[config.mk]
export PLATFORM = sky130hd
export DESIGN_NAME = ilo_core
export DESIGN_NICKNAME = d
export VERILOG_FILES = /design/src/rtl/ilo_pkg.sv /design/src/rtl/ilo_addr_gen.sv /design/src/rtl/ilo_alu.sv /design/src/rtl/ilo_core.sv
export SDC_FILE = /design/constraint.sdc
export NUM_CORES = 1
export LEC_CHECK = 0
export ABC_AREA = 0
export BUFFER_PORTS_ARGS = -buffer_cell sky130_fd_sc_hd__buf_2
export CORE_ASPECT_RATIO = 1.1
export CORE_MARGIN = 3
export CORE_UTILIZATION = 45
export CTS_BUF_LIST = sky130_fd_sc_hd__clkbuf_8
export DETAILED_ROUTE_END_ITERATION = 12
export GPL_TIMING_DRIVEN = 0
export PLACE_DENSITY = 0.65
export SETUP_SLACK_MARGIN = 0.02
export SYNTH_ARGS = -nofsm -noshare
export SYNTH_HDL_FRONTEND = slang
export SYNTH_HIERARCHICAL = 1
export SYNTH_SLANG_ARGS = --single-unit
[constraint.sdc]
create_clock -name clk_sys -period 3.24 [get_ports clk_sys]
set_input_delay 0.324 -clock clk_sys [delete_from_list [all_inputs] [get_ports clk_sys]]
set_output_delay 0.324 -clock clk_sys [all_outputs]
set_load 0.05 [all_outputs]
[src/rtl/ilo_pkg.sv]
package ilo_pkg;

	// ==========================================================
	// Widths
	// ==========================================================
	localparam int ILO_DATA_AW = 12;
	localparam int ILO_REG_AW = 4;

	// ==========================================================
	// Register offsets
	// ==========================================================
	localparam logic [3:0] ILO_OFS_CTRL = 4'h0;
	localparam logic [3:0] ILO_OFS_OPC_LO = 4'h1;
	localparam logic [3:0] ILO_OFS_OPC_HI = 4'h2;
	localparam logic [3:0] ILO_OFS_ACC = 4'h3;
	localparam logic [3:0] ILO_OFS_FLAGS = 4'h4;
	localparam logic [3:0] ILO_OFS_FP_LO = 4'h5;
	localparam logic [3:0] ILO_OFS_FP_HI = 4'h6;
	localparam logic [3:0] ILO_OFS_BANK = 4'h7;
	localparam logic [3:0] ILO_OFS_STATE = 4'h8;

	// ==========================================================
	// Field positions
	// ==========================================================
	localparam int ILO_CTRL_EXT_BIT = 0;
	localparam int ILO_FLAG_C = 0;
	localparam int ILO_FLAG_DC = 1;
	localparam int ILO_FLAG_Z = 2;
	localparam int ILO_FLAG_OV = 3;
	localparam int ILO_FLAG_N = 4;
	localparam int ILO_ST_BUSY = 0;
	localparam int ILO_ST_INDEXED = 1;
	localparam int ILO_ST_BAD_OP = 2;
	localparam int ILO_OPC_ACCESS_BIT = 8;
	localparam int ILO_OPC_DEST_BIT = 9;

	// ==========================================================
	// Reset values
	// ==========================================================
	localparam logic ILO_RST_EXT = 1'b0;
	localparam logic [7:0] ILO_RST_ACC = 8'h00;
	localparam logic [4:0] ILO_RST_FLAGS = 5'h00;
	localparam logic [11:0] ILO_RST_FP = 12'h000;
	localparam logic [7:0] ILO_RST_BANK = 8'h00;

	// ==========================================================
	// Encodings and constants
	// ==========================================================
	localparam logic [7:0] ILO_OFFSET_LIMIT = 8'h5F;
	localparam logic [7:0] ILO_ACCESS_HIGH = 8'h80;
	localparam logic [3:0] ILO_ACCESS_SFR_PAGE = 4'hF;
	localparam logic [7:0] ILO_FILL_VALUE = 8'hFF;
	localparam logic [5:0] ILO_OPC_ADD = 6'h09;
	localparam logic [3:0] ILO_OPC_BSET = 4'h8;
	localparam logic [6:0] ILO_OPC_FILL = 7'h34;

	typedef enum logic [1:0] {
		ILO_OP_NONE = 2'b00,
		ILO_OP_ADD = 2'b01,
		ILO_OP_BSET = 2'b10,
		ILO_OP_FILL = 2'b11
	} ilo_op_t;

	typedef enum logic [2:0] {
		ILO_PH_IDLE = 3'b000,
		ILO_PH_DECODE = 3'b001,
		ILO_PH_READ = 3'b010,
		ILO_PH_PROC = 3'b011,
		ILO_PH_WRITE = 3'b100
	} ilo_phase_t;

endpackage : ilo_pkg

[src/rtl/ilo_addr_gen.sv]
`timescale 1ns/1ps
module ilo_addr_gen (
	input wire logic ext_en, // Extended set enabled
	input wire logic access_bit, // Operand access bit
	input wire logic [7:0] operand, // Short operand field
	input wire logic [ilo_pkg::ILO_DATA_AW-1:0] frame_ptr, // Frame pointer
	input wire logic [7:0] bank_sel, // Bank select value
	output logic [ilo_pkg::ILO_DATA_AW-1:0] eff_addr, // Effective address
	output logic indexed // Operand used as offset
);
	import ilo_pkg::*;

	logic [ILO_DATA_AW:0] sum;

	always_comb begin
		sum = {1'b0, frame_ptr} + {{(ILO_DATA_AW-7){1'b0}}, operand};
		// [RL1] Offset at or below limit.
		// [RL12] Access bit gates indexing.
		indexed = ext_en && !access_bit && (operand <= ILO_OFFSET_LIMIT);
		if (indexed) begin
			// [RL13] Truncated pointer sum.
			eff_addr = sum[ILO_DATA_AW-1:0];
		end else if (access_bit) begin
			eff_addr = {bank_sel[3:0], operand};
		end else if (operand >= ILO_ACCESS_HIGH) begin
			eff_addr = {ILO_ACCESS_SFR_PAGE, operand};
		end else begin
			eff_addr = {4'h0, operand};
		end
	end

endmodule : ilo_addr_gen

[src/rtl/ilo_alu.sv]
`timescale 1ns/1ps
module ilo_alu (
	input wire ilo_pkg::ilo_op_t op, // Operation
	input wire logic [7:0] acc, // Accumulator value
	input wire logic [7:0] operand, // Data byte read
	input wire logic [2:0] bit_num, // Bit number for bit set
	output logic [7:0] result, // Operation result
	output logic [4:0] flags_out, // Flags from result
	output logic upd_flags // Flags are to be updated
);
	import ilo_pkg::*;

	logic [8:0] sum;
	logic [4:0] low;

	always_comb begin
		sum = {1'b0, acc} + {1'b0, operand};
		low = {1'b0, acc[3:0]} + {1'b0, operand[3:0]};
		flags_out = 5'h00;
		upd_flags = 1'b0;
		result = operand;
		unique case (op)
			ILO_OP_ADD: begin
				// [RL2] Accumulator plus byte.
				result = sum[7:0];
				// [RL4] Add status flags.
				upd_flags = 1'b1;
				flags_out[ILO_FLAG_C] = sum[8];
				flags_out[ILO_FLAG_DC] = low[4];
				flags_out[ILO_FLAG_Z] = (sum[7:0] == 8'h00);
				flags_out[ILO_FLAG_N] = sum[7];
				flags_out[ILO_FLAG_OV] = (acc[7] == operand[7]) &&
					(sum[7] != acc[7]);
			end
			ILO_OP_BSET: begin
				// [RL6] Set one bit.
				result = operand | (8'h01 << bit_num);
			end
			ILO_OP_FILL: begin
				// [RL8] Fill with ones.
				result = ILO_FILL_VALUE;
			end
			ILO_OP_NONE: begin
				result = operand;
			end
		endcase
	end

endmodule : ilo_alu

[src/rtl/ilo_core.sv]
`timescale 1ns/1ps
// What this block does
// [RL1] With the extended set on, an access operand of 5Fh or less is an offset from the frame pointer.
// [RL2] The indexed add sums the accumulator with the byte at frame pointer plus offset 0 to 95.
// [RL3] The add writes the accumulator when the destination bit is 0 and the byte when it is 1.
// [RL4] The add updates the negative, overflow, carry, half carry and zero flags.
// [RL5] The add is decoded from top bits 0010 01, destination, access 0, then an 8-bit offset.
// [RL6] The bit set sets bit 0 to 7 of the indexed byte and leaves the flags alone.
// [RL7] The bit set is decoded from top bits 1000, a 3-bit bit number, access 0, then the offset.
// [RL8] The fill writes FFh into the indexed byte and leaves the flags alone.
// [RL9] The fill is decoded from upper byte 0110 1000 followed by the offset.
// [RL10] Each instruction takes one instruction cycle of decode, read, process and write phases.
// [RL11] With the configuration bit at 0 the extended set and indexing are both off.
// [RL12] Indexing applies only with access bit 0; with access bit 1 the bank select picks the bank.
// [RL13] The address is the frame pointer plus the zero-extended offset, and writes go there too.
module ilo_core (
	input wire logic clk_sys, // System clock, 20 MHz
	input wire logic srst, // Synchronous reset, active high
	input wire logic [ilo_pkg::ILO_REG_AW-1:0] reg_addr, // Register address
	input wire logic [7:0] reg_wdata, // Register write data
	input wire logic reg_wr, // Register write strobe
	input wire logic reg_rd, // Register read strobe
	output logic [7:0] reg_rdata, // Read data, cycle after strobe
	output logic [ilo_pkg::ILO_DATA_AW-1:0] mem_addr, // Data address
	output logic mem_re, // Data read strobe
	input wire logic [7:0] mem_rdata, // Data byte, cycle after strobe
	output logic [7:0] mem_wdata, // Data write byte
	output logic mem_we, // Data write strobe
	output logic busy // Instruction in progress
);
	import ilo_pkg::*;

	// ==========================================================
	// State
	// ==========================================================
	typedef struct packed {
		ilo_phase_t phase;
		logic ext_en;
		logic [15:0] opcode;
		logic [7:0] acc;
		logic [4:0] flags;
		logic [ILO_DATA_AW-1:0] fp;
		logic [7:0] bank;
		ilo_op_t op;
		logic dest_acc;
		logic [2:0] bit_num;
		logic [ILO_DATA_AW-1:0] ea;
		logic indexed;
		logic bad_op;
		logic [7:0] operand;
		logic [7:0] result;
		logic [4:0] res_flags;
		logic upd_flags;
		logic [ILO_DATA_AW-1:0] mem_addr;
		logic mem_re;
		logic [7:0] mem_wdata;
		logic mem_we;
		logic [7:0] rdata;
		logic busy;
	} ilo_core_state_t;

	ilo_core_state_t s;
	ilo_core_state_t next_s;

	logic [ILO_DATA_AW-1:0] gen_addr;
	logic gen_indexed;
	logic [7:0] alu_result;
	logic [4:0] alu_flags;
	logic alu_upd;
	logic [7:0] read_mux;

	// ==========================================================
	// Address and operation units
	// ==========================================================
	ilo_addr_gen u_addr (
		.ext_en(s.ext_en),
		.access_bit(s.opcode[ILO_OPC_ACCESS_BIT]),
		.operand(s.opcode[7:0]),
		.frame_ptr(s.fp),
		.bank_sel(s.bank),
		.eff_addr(gen_addr),
		.indexed(gen_indexed)
	);

	// The byte reaches the data port only in the process phase, so the
	// operation unit takes it straight from the port.
	ilo_alu u_alu (
		.op(s.op),
		.acc(s.acc),
		.operand(mem_rdata),
		.bit_num(s.bit_num),
		.result(alu_result),
		.flags_out(alu_flags),
		.upd_flags(alu_upd)
	);

	// ==========================================================
	// Register read mux
	// ==========================================================
	always_comb begin
		read_mux = 8'h00;
		unique case (reg_addr)
			ILO_OFS_CTRL: read_mux[ILO_CTRL_EXT_BIT] = s.ext_en;
			ILO_OFS_OPC_LO: read_mux = s.opcode[7:0];
			ILO_OFS_OPC_HI: read_mux = s.opcode[15:8];
			ILO_OFS_ACC: read_mux = s.acc;
			ILO_OFS_FLAGS: read_mux = {3'h0, s.flags};
			ILO_OFS_FP_LO: read_mux = s.fp[7:0];
			ILO_OFS_FP_HI: read_mux = {4'h0, s.fp[11:8]};
			ILO_OFS_BANK: read_mux = s.bank;
			ILO_OFS_STATE: begin
				read_mux[ILO_ST_BUSY] = s.busy;
				read_mux[ILO_ST_INDEXED] = s.indexed;
				read_mux[ILO_ST_BAD_OP] = s.bad_op;
			end
			default: read_mux = 8'h00;
		endcase
	end

	// ==========================================================
	// Next state
	// ==========================================================
	always_comb begin
		next_s = s;
		next_s.mem_re = 1'b0;
		next_s.mem_we = 1'b0;
		if (reg_rd) begin
			next_s.rdata = read_mux;
		end
		// Software writes are dropped while an instruction runs, so
		// the operands cannot change under the sequencer.
		if (reg_wr && s.phase == ILO_PH_IDLE) begin
			unique case (reg_addr)
				ILO_OFS_CTRL: begin
					// [RL11] Extended set enable.
					next_s.ext_en = reg_wdata[ILO_CTRL_EXT_BIT];
				end
				ILO_OFS_OPC_LO: next_s.opcode[7:0] = reg_wdata;
				ILO_OFS_OPC_HI: begin
					next_s.opcode[15:8] = reg_wdata;
					next_s.phase = ILO_PH_DECODE;
					next_s.busy = 1'b1;
				end
				ILO_OFS_ACC: next_s.acc = reg_wdata;
				ILO_OFS_FLAGS: next_s.flags = reg_wdata[4:0];
				ILO_OFS_FP_LO: next_s.fp[7:0] = reg_wdata;
				ILO_OFS_FP_HI: next_s.fp[11:8] = reg_wdata[3:0];
				ILO_OFS_BANK: next_s.bank = reg_wdata;
				default: next_s.bank = s.bank;
			endcase
		end
		// [RL10] Four phase sequence.
		unique case (s.phase)
			ILO_PH_IDLE: begin
				next_s.bad_op = s.bad_op;
			end
			ILO_PH_DECODE: begin
				next_s.op = ILO_OP_NONE;
				next_s.bad_op = 1'b0;
				next_s.dest_acc = !s.opcode[ILO_OPC_DEST_BIT];
				next_s.bit_num = s.opcode[11:9];
				if (s.opcode[15:10] == ILO_OPC_ADD) begin
					// [RL5] Add encoding.
					next_s.op = ILO_OP_ADD;
				end else if (s.opcode[15:12] == ILO_OPC_BSET) begin
					// [RL7] Bit set encoding.
					next_s.op = ILO_OP_BSET;
				end else if (s.opcode[15:9] == ILO_OPC_FILL) begin
					// [RL9] Fill encoding.
					next_s.op = ILO_OP_FILL;
				end else begin
					next_s.bad_op = 1'b1;
				end
				next_s.ea = gen_addr;
				next_s.indexed = gen_indexed;
				next_s.mem_addr = gen_addr;
				next_s.mem_re = 1'b1;
				next_s.phase = ILO_PH_READ;
			end
			ILO_PH_READ: begin
				// The memory answers one cycle after the strobe, so
				// there is nothing to take yet.
				next_s.phase = ILO_PH_PROC;
			end
			ILO_PH_PROC: begin
				next_s.operand = mem_rdata;
				next_s.result = alu_result;
				next_s.res_flags = alu_flags;
				next_s.upd_flags = alu_upd;
				next_s.mem_wdata = alu_result;
				// [RL3] Destination select.
				// [RL13] Write back to same address.
				next_s.mem_we = (s.op != ILO_OP_NONE) &&
					!(s.op == ILO_OP_ADD && s.dest_acc);
				next_s.mem_addr = s.ea;
				next_s.phase = ILO_PH_WRITE;
			end
			ILO_PH_WRITE: begin
				if (s.op == ILO_OP_ADD && s.dest_acc) begin
					next_s.acc = s.result;
				end
				// [RL4] Commit add flags.
				if (s.upd_flags) begin
					next_s.flags = s.res_flags;
				end
				next_s.upd_flags = 1'b0;
				next_s.busy = 1'b0;
				next_s.phase = ILO_PH_IDLE;
			end
			default: begin
				next_s.busy = 1'b0;
				next_s.phase = ILO_PH_IDLE;
			end
		endcase
	end

	always_ff @(posedge clk_sys) begin
		if (srst) begin
			s <= '0;
			s.phase <= ILO_PH_IDLE;
			s.op <= ILO_OP_NONE;
			s.ext_en <= ILO_RST_EXT;
			s.acc <= ILO_RST_ACC;
			s.flags <= ILO_RST_FLAGS;
			s.fp <= ILO_RST_FP;
			s.bank <= ILO_RST_BANK;
		end else begin
			s <= next_s;
		end
	end

	assign reg_rdata = s.rdata;
	assign mem_addr = s.mem_addr;
	assign mem_re = s.mem_re;
	assign mem_wdata = s.mem_wdata;
	assign mem_we = s.mem_we;
	assign busy = s.busy;
endmodule : ilo_core

# --- Word-level counts from Yosys, hierarchy flattened ---
# Cells that the tools add are included.
word_totals:
  ff_bits: 110
  inputBits: 24
  elab_cells: 112
op_classes:
  add_sub_neg: 3
  magnitude_cmp: 2
  n_eq_ne: 22
  shifts: 1
  n_mux: 32
  n_bitwise: 3
  n_reduce_logical: 26
op_table:
  columns: ["cell", "n"]
  rows:
  - ["2-to-1 mux 53 bit", 1]
  - ["2-to-1 mux 8 bit", 6]
  - ["2-to-1 mux 12 bit", 3]
  - ["one-hot mux 5 bit (7 select lines)", 1]
  - ["one-hot mux 8 bit (4 select lines)", 1]
  - ["one-hot mux 12 bit (2 select lines)", 1]
  - ["equality test 4 x 3 -> 1 bit (second input constant)", 4]
  - ["one-hot mux 2 bit (8 select lines)", 1]
  - ["2-to-1 mux 5 bit", 3]
  - ["AND reduction 2 bit", 7]
  - ["2-to-1 mux 13 bit", 1]
  - ["adder 12 x 8 -> 12 bit", 1]
  - ["one-hot mux 3 bit (4 select lines)", 1]
  - ["adder 8 x 8 -> 9 bit", 1]
  - ["one-hot mux 1 bit (9 select lines)", 1]
  - ["equality test 4 x 2 -> 1 bit (second input constant)", 2]
  - ["equality test 4 bit (second input constant)", 2]
  - [">= comparator 8 bit (second input constant)", 1]
  - ["less-or-equal comparator 8 x 7 -> 1 bit (second input constant)", 1]
  - ["zero test 8 bit", 1]
  - ["OR 8 bit", 1]
  - ["left shift 1 x 3 -> 8 bit (first input constant)", 1]
  - ["equality test 7 x 6 -> 1 bit (second input constant)", 1]
  - ["equality test 3 x 2 -> 1 bit (second input constant)", 2]
  - ["24 further kinds", 44]

# --- Depth between registers and ports, before layout ---
depth:
  ltp_word: 5
  ltp_mapped: 10

# --- Cells and area by module ---
# Netlist, hierarchy kept.
modules_own_cells:
  columns: ["module", "n_inst", "cells_each", "area_each_um2", "seq_area_each_um2"]
  rows:
  - ["ilo_core", 1, 553, 4937.2, 2202.1]
  - ["ilo_addr_gen", 1, 93, 610.6, 0.0]
  - ["ilo_alu", 1, 73, 544.3, 0.0]

# --- Least setup slack after synthesis ---
# Ideal clock, no wire load.
synth_path:
  path_type: "input-to-reg"
  start: "input mem_rdata[0]"
  end: "register s[34] (netlist bit)"
  setup_time_ns: 0.070
  arrival_ns: 2.184
  setup_slack_ns: 0.985
  cell_stages: 9
  path_buffers: 0
  path_cell_list: "ha_1 fa_1 a21o_1 a21oi_2 xnor2_1 or4_1 nor3_2 nand2_1 a21oi_1"
synth_via:
  elab_chain_len: 3
synth_lines:
  columns: ["item", "line", "text"]
  rows:
  - ["from (decl)", "ilo_core.sv:26", "input wire logic [7:0] mem_rdata,"]
  - ["adder 8 x 8 -> 9 bit", "ilo_alu.sv:17", "sum = {1'b0, acc} + {1'b0, operand};"]
  - ["zero test 8 bit", "ilo_alu.sv:30", "flags_out[ILO_FLAG_Z] = (sum[7:0] == 8'h00);"]
  - ["2-to-1 mux 5 bit", "ilo_alu.sv:22", "unique case (op)"]
  - ["named net alu_flags[2]", "ilo_core.sv:68", "logic [4:0] alu_flags;"]
  - ["to (signal assigned)", "ilo_core.sv:228", "s <= next_s;"]
  - ["to (decl)", "ilo_core.sv:62", "ilo_core_state_t s;"]
# The timed path passes the listed nets, and every way through them passes these cells.
# A chain may end at the register's enable or synchronous reset.

# --- Worst setup path after layout ---
layout_path:
  start: "register, netlist name s[98]"
  end: "register s[34] (netlist bit)"
layout_via:
  elab_chain_len: 3
layout_lines:
  columns: ["item", "line"]
  rows:
  - ["adder 8 x 8 -> 9 bit", "ilo_alu.sv:17"]
  - ["zero test 8 bit", "ilo_alu.sv:30"]
  - ["2-to-1 mux 5 bit", "ilo_alu.sv:22"]
  - ["named net alu_flags[2]", "ilo_core.sv:68"]
# The timed path passes the listed nets, and every way through them passes these cells.

==> summary.md <==
| Metric | Value |
|---|---|
| CTS buffer count | `9` |
| Post-synth top flop | `dfxtp_1` |
| Syn Nets | `761` |
| Syn Inst Count | `719` |
| Average size of a mapped cell | `8.47 sq um` |
| Worst setup EP type | `flop` |
| Share of layout cells above drive strength 1 | `18.2%` |
| Max-slew violations | `0` |
| Per-cell routed wire length | `19.9 um` |
| GPL Wtd Cong | `0.994` |
| Seq cells post-synth | `110` |
| Pwr dens | `373 nW/um^2` |
| Pre-CTS setup slack | `0.596 ns` |
| HP Class | `in -> reg` |
| Final Hold Vio Count | `0` |
| Vias | `5466` |
| Vias per inst | `5.79` |
| Largest net degree at the start of global routing | `22` |
| Htree depth | `3` |
| Gr ovfl total | `0` |
| Initial core utilization | `47.2%` |
| # setup viols final | `0` |
| Crit start category | `flop` |
| Period utilization | `79.5%` |
| Sequential area share after synthesis | `36.1%` |
| Relative slew slack | `48.4%` |
| Synth warnings | `6` |
| FF-to-FF path depth | `9` |
| Tmin final | `2.57 ns` |
| CTS sink cnt | `110` |
| Final Util | `52.3%` |
| RSZ-0062 raised after global routing | `no` |
| Core Area | `12900 sq um` |
| Max cap viols | `0` |
| Clock Root Buffer | `clkbuf_8` |
| Setup bufs post-CTS | `0` |
| Post-detail-place hpwl | `14600 um` |
| Flop2flop setup slack | `0.67 ns` |
| Setup_tns | `0 ns` |
| Clk_lat worst skew | `0.40 ns` |
| Reg2Reg Launch Point | `s[98]` |
| Hold-fix buffers, CTS | `0` |
| CTS Buffer Depth | `2` |
| Asr flop ratio synth | `0%` |
| Max frequency | `0.388 GHz` |
| Worst Setup Slack, final | `0.666 ns` |
| Number of synthesized flops with an enable pin | `0` |
| Leak | `0.00276 uW` |
| Nets | `824` |
| Worst-path clk slew | `0.12 ns` |
| Synthesis-to-finish area growth | `10.8%` |
| DRC | `0` |
| CP Class | `reg -> reg` |
| CTS tree | `built` |
| Maximum fanout along the worst path | `3` |
| DRT Pass-1 Iters | `6` |
| Row count | `43` |
| Die area | `15000 sq um` |
| Synthesized area | `6090 sq um` |
| Port Buffer Count | `52` |
| Global-route wire length before repair | `28900 um` |
| Io pins | `55` |
| WP data arrival | `2.92 ns` |
| HP Start | `reg_rd` |
| Register area | `2200 sq um` |
| # fillers | `1292` |
| Status | `completed` |
| 1st-iter DRT viols | `368` |
| Hold path depth | `3` |
| Max VDD drop | `198 uV` |
| Die H | `128 um` |
| Vias in the first global route | `5227` |
| Post-synth cell types | `70` |
| N_diodes | `0` |
| Final WL | `18800 um` |
| Setup Skew | `0.0101 ns` |
| Post-route ant nets | `0` |
| Final Power | `2510 uW` |
| Area of the multi-input gates | `3450 sq um` |
| Post-CTS sizing | `0` |
| Initial antenna violation count | `0` |
| Die X | `117 um` |
| Worst-margin pin slew | `0.771 ns` |
| Crit Reg-Reg Endpoint | `s[34]` |
| CP required | `3.58 ns` |
| Hold EP | `reg_rdata[1]` |
| GRT Util Overall | `25.6%` |
synth_stat cells, types with 3 or more instances:
cell,number,share of area (%)
or3_1,3,0.31
xnor2_1,5,0.72
o211ai_1,4,0.49
buf_4,29,3.6
and2_1,4,0.41
nand3_1,17,1.4
dfxtp_1,110,36
nor4_1,3,0.31
buf_2,11,0.90
a21o_1,4,0.49
o32a_1,6,0.99
clkbuf_1,26,1.6
a22oi_1,3,0.37
o21ai_0,16,1.3
nor3b_1,6,0.74
nor2_1,82,5.1
inv_1,11,0.68
o21ai_1,8,0.66
nand2_1,95,5.9
a211oi_1,30,3.7
nor2b_1,10,1.0
nand2b_1,8,0.82
a21oi_2,3,0.43
nor3_1,9,0.74
a222oi_1,3,0.49
a221oi_1,3,0.43
or3b_2,3,0.43
and3_1,3,0.31
mux2i_1,56,9.2
o21a_1,3,0.37
xor2_1,7,1.0
a21oi_1,55,4.5
ha_1,16,3.3
a31oi_1,6,0.62
nand4b_1,4,0.58
mux2_2,10,1.8
a22o_1,7,1.0
worst max path at each step:
stage          slack (ns)          from           end
2_1_floorplan        0.99  mem_rdata[0]         s[34]
4_1_cts              0.68         s[82]  mem_addr[11]
6_report             0.67         s[98]         s[34]
3_5_place_dp         0.60  mem_rdata[0]         s[34]
5_1_grt              0.50        s[107]  mem_addr[11]
3_3_place_gp         0.67  mem_rdata[0]         s[34]
cells in the final DEF (no fill, tap or decap), types with 5 or more instances in the layout:
cell      netlist  final
a21oi_1        55     55
ha_1           16     16
o21ai_1         8      8
inv_1          11     11
xor2_1          7      7
o32a_1          6      6
nor3_1          9      9
mux2_2         10     10
nor3b_1         6      6
nand2b_1        8      8
mux2i_1        56     56
nand3_1        17     17
xnor2_1         5      5
clkbuf_1       26     26
nand2_1        95     95
dfxtp_1       110    110
nor2_1         82     82
clkbuf_8        0      9
buf_4          29     29
a211oi_1       30     30
o21ai_0        16     16
nor2b_1        10     10
a22o_1          7      7
a31oi_1         6      6
buf_2          11     63
logic make-up (layout without fill, tap and decap cells):
kind of cell | count (synthesis) | after routing | share of synthesized area [%]
and+or+nand+nor | 264 | 264 | 21.2
DFF | 110 | 110 | 36.1
AOI/OAI and AO/OA | 165 | 165 | 18.3
buffers and inverters | 83 | 151 | 7.29
adders and majority gates | 18 | 18 | 3.94
muxes | 67 | 67 | 11.4
xor gates and xnor gates | 12 | 12 | 1.73
through the flow:
| stage | hold WS [ns] | std cells | instance area [sq um] |
|---|---|---|---|
| after floorplan | 0.426 | 719 | 6090 |
| after detailed placement | 0.448 | 928 | 6550 |
| final | 0.243 | 944 | 6750 |
| after CTS | 0.232 | 944 | 6750 |
| after global routing | 0.256 | 944 | 6750 |
| after global placement | 0.437 | 928 | 6550 |
layout make-up:
type,count,share of cell area [%]
multi-input cells,526,51.1
repair buffers,52,3.86
well taps,157,2.91
clock inverters,7,1.11
plain buffers,71,5.92
inverters,12,0.668
flip-flops and latches,110,32.6
clock buffers,9,1.84
critical path, stage by stage, from the launching register on:
cell	delay (ns)
dfxtp_1	0.37
ha_1	0.25
fa_1	0.45
a21o_1	0.23
a21oi_2	0.20
xnor2_1	0.11
or4_1	0.58
nor3_2	0.13
nand2_1	0.08
a21oi_1	0.11
metal layers:
layer,share of wire [%],global-route usage (%)
met1,44,33.4
met2,48,41.8
met3,4.6,3.64
met4,3.6,11.1
met5,0,0
registers in the layout, summed over array words and instances, names as in the netlist:
name       flops
busy           1
mem_addr      12
mem_re         1
mem_wdata      8
mem_we         1
reg_rdata      8
s             79
where the power goes:
group	internal, uW	total, uW	switching, uW
Combinational	90.0	269	179
Clock	304	859	555
Sequential	1370	1390	17.5
No activity file was read; power rests on OpenSTA's default activity.
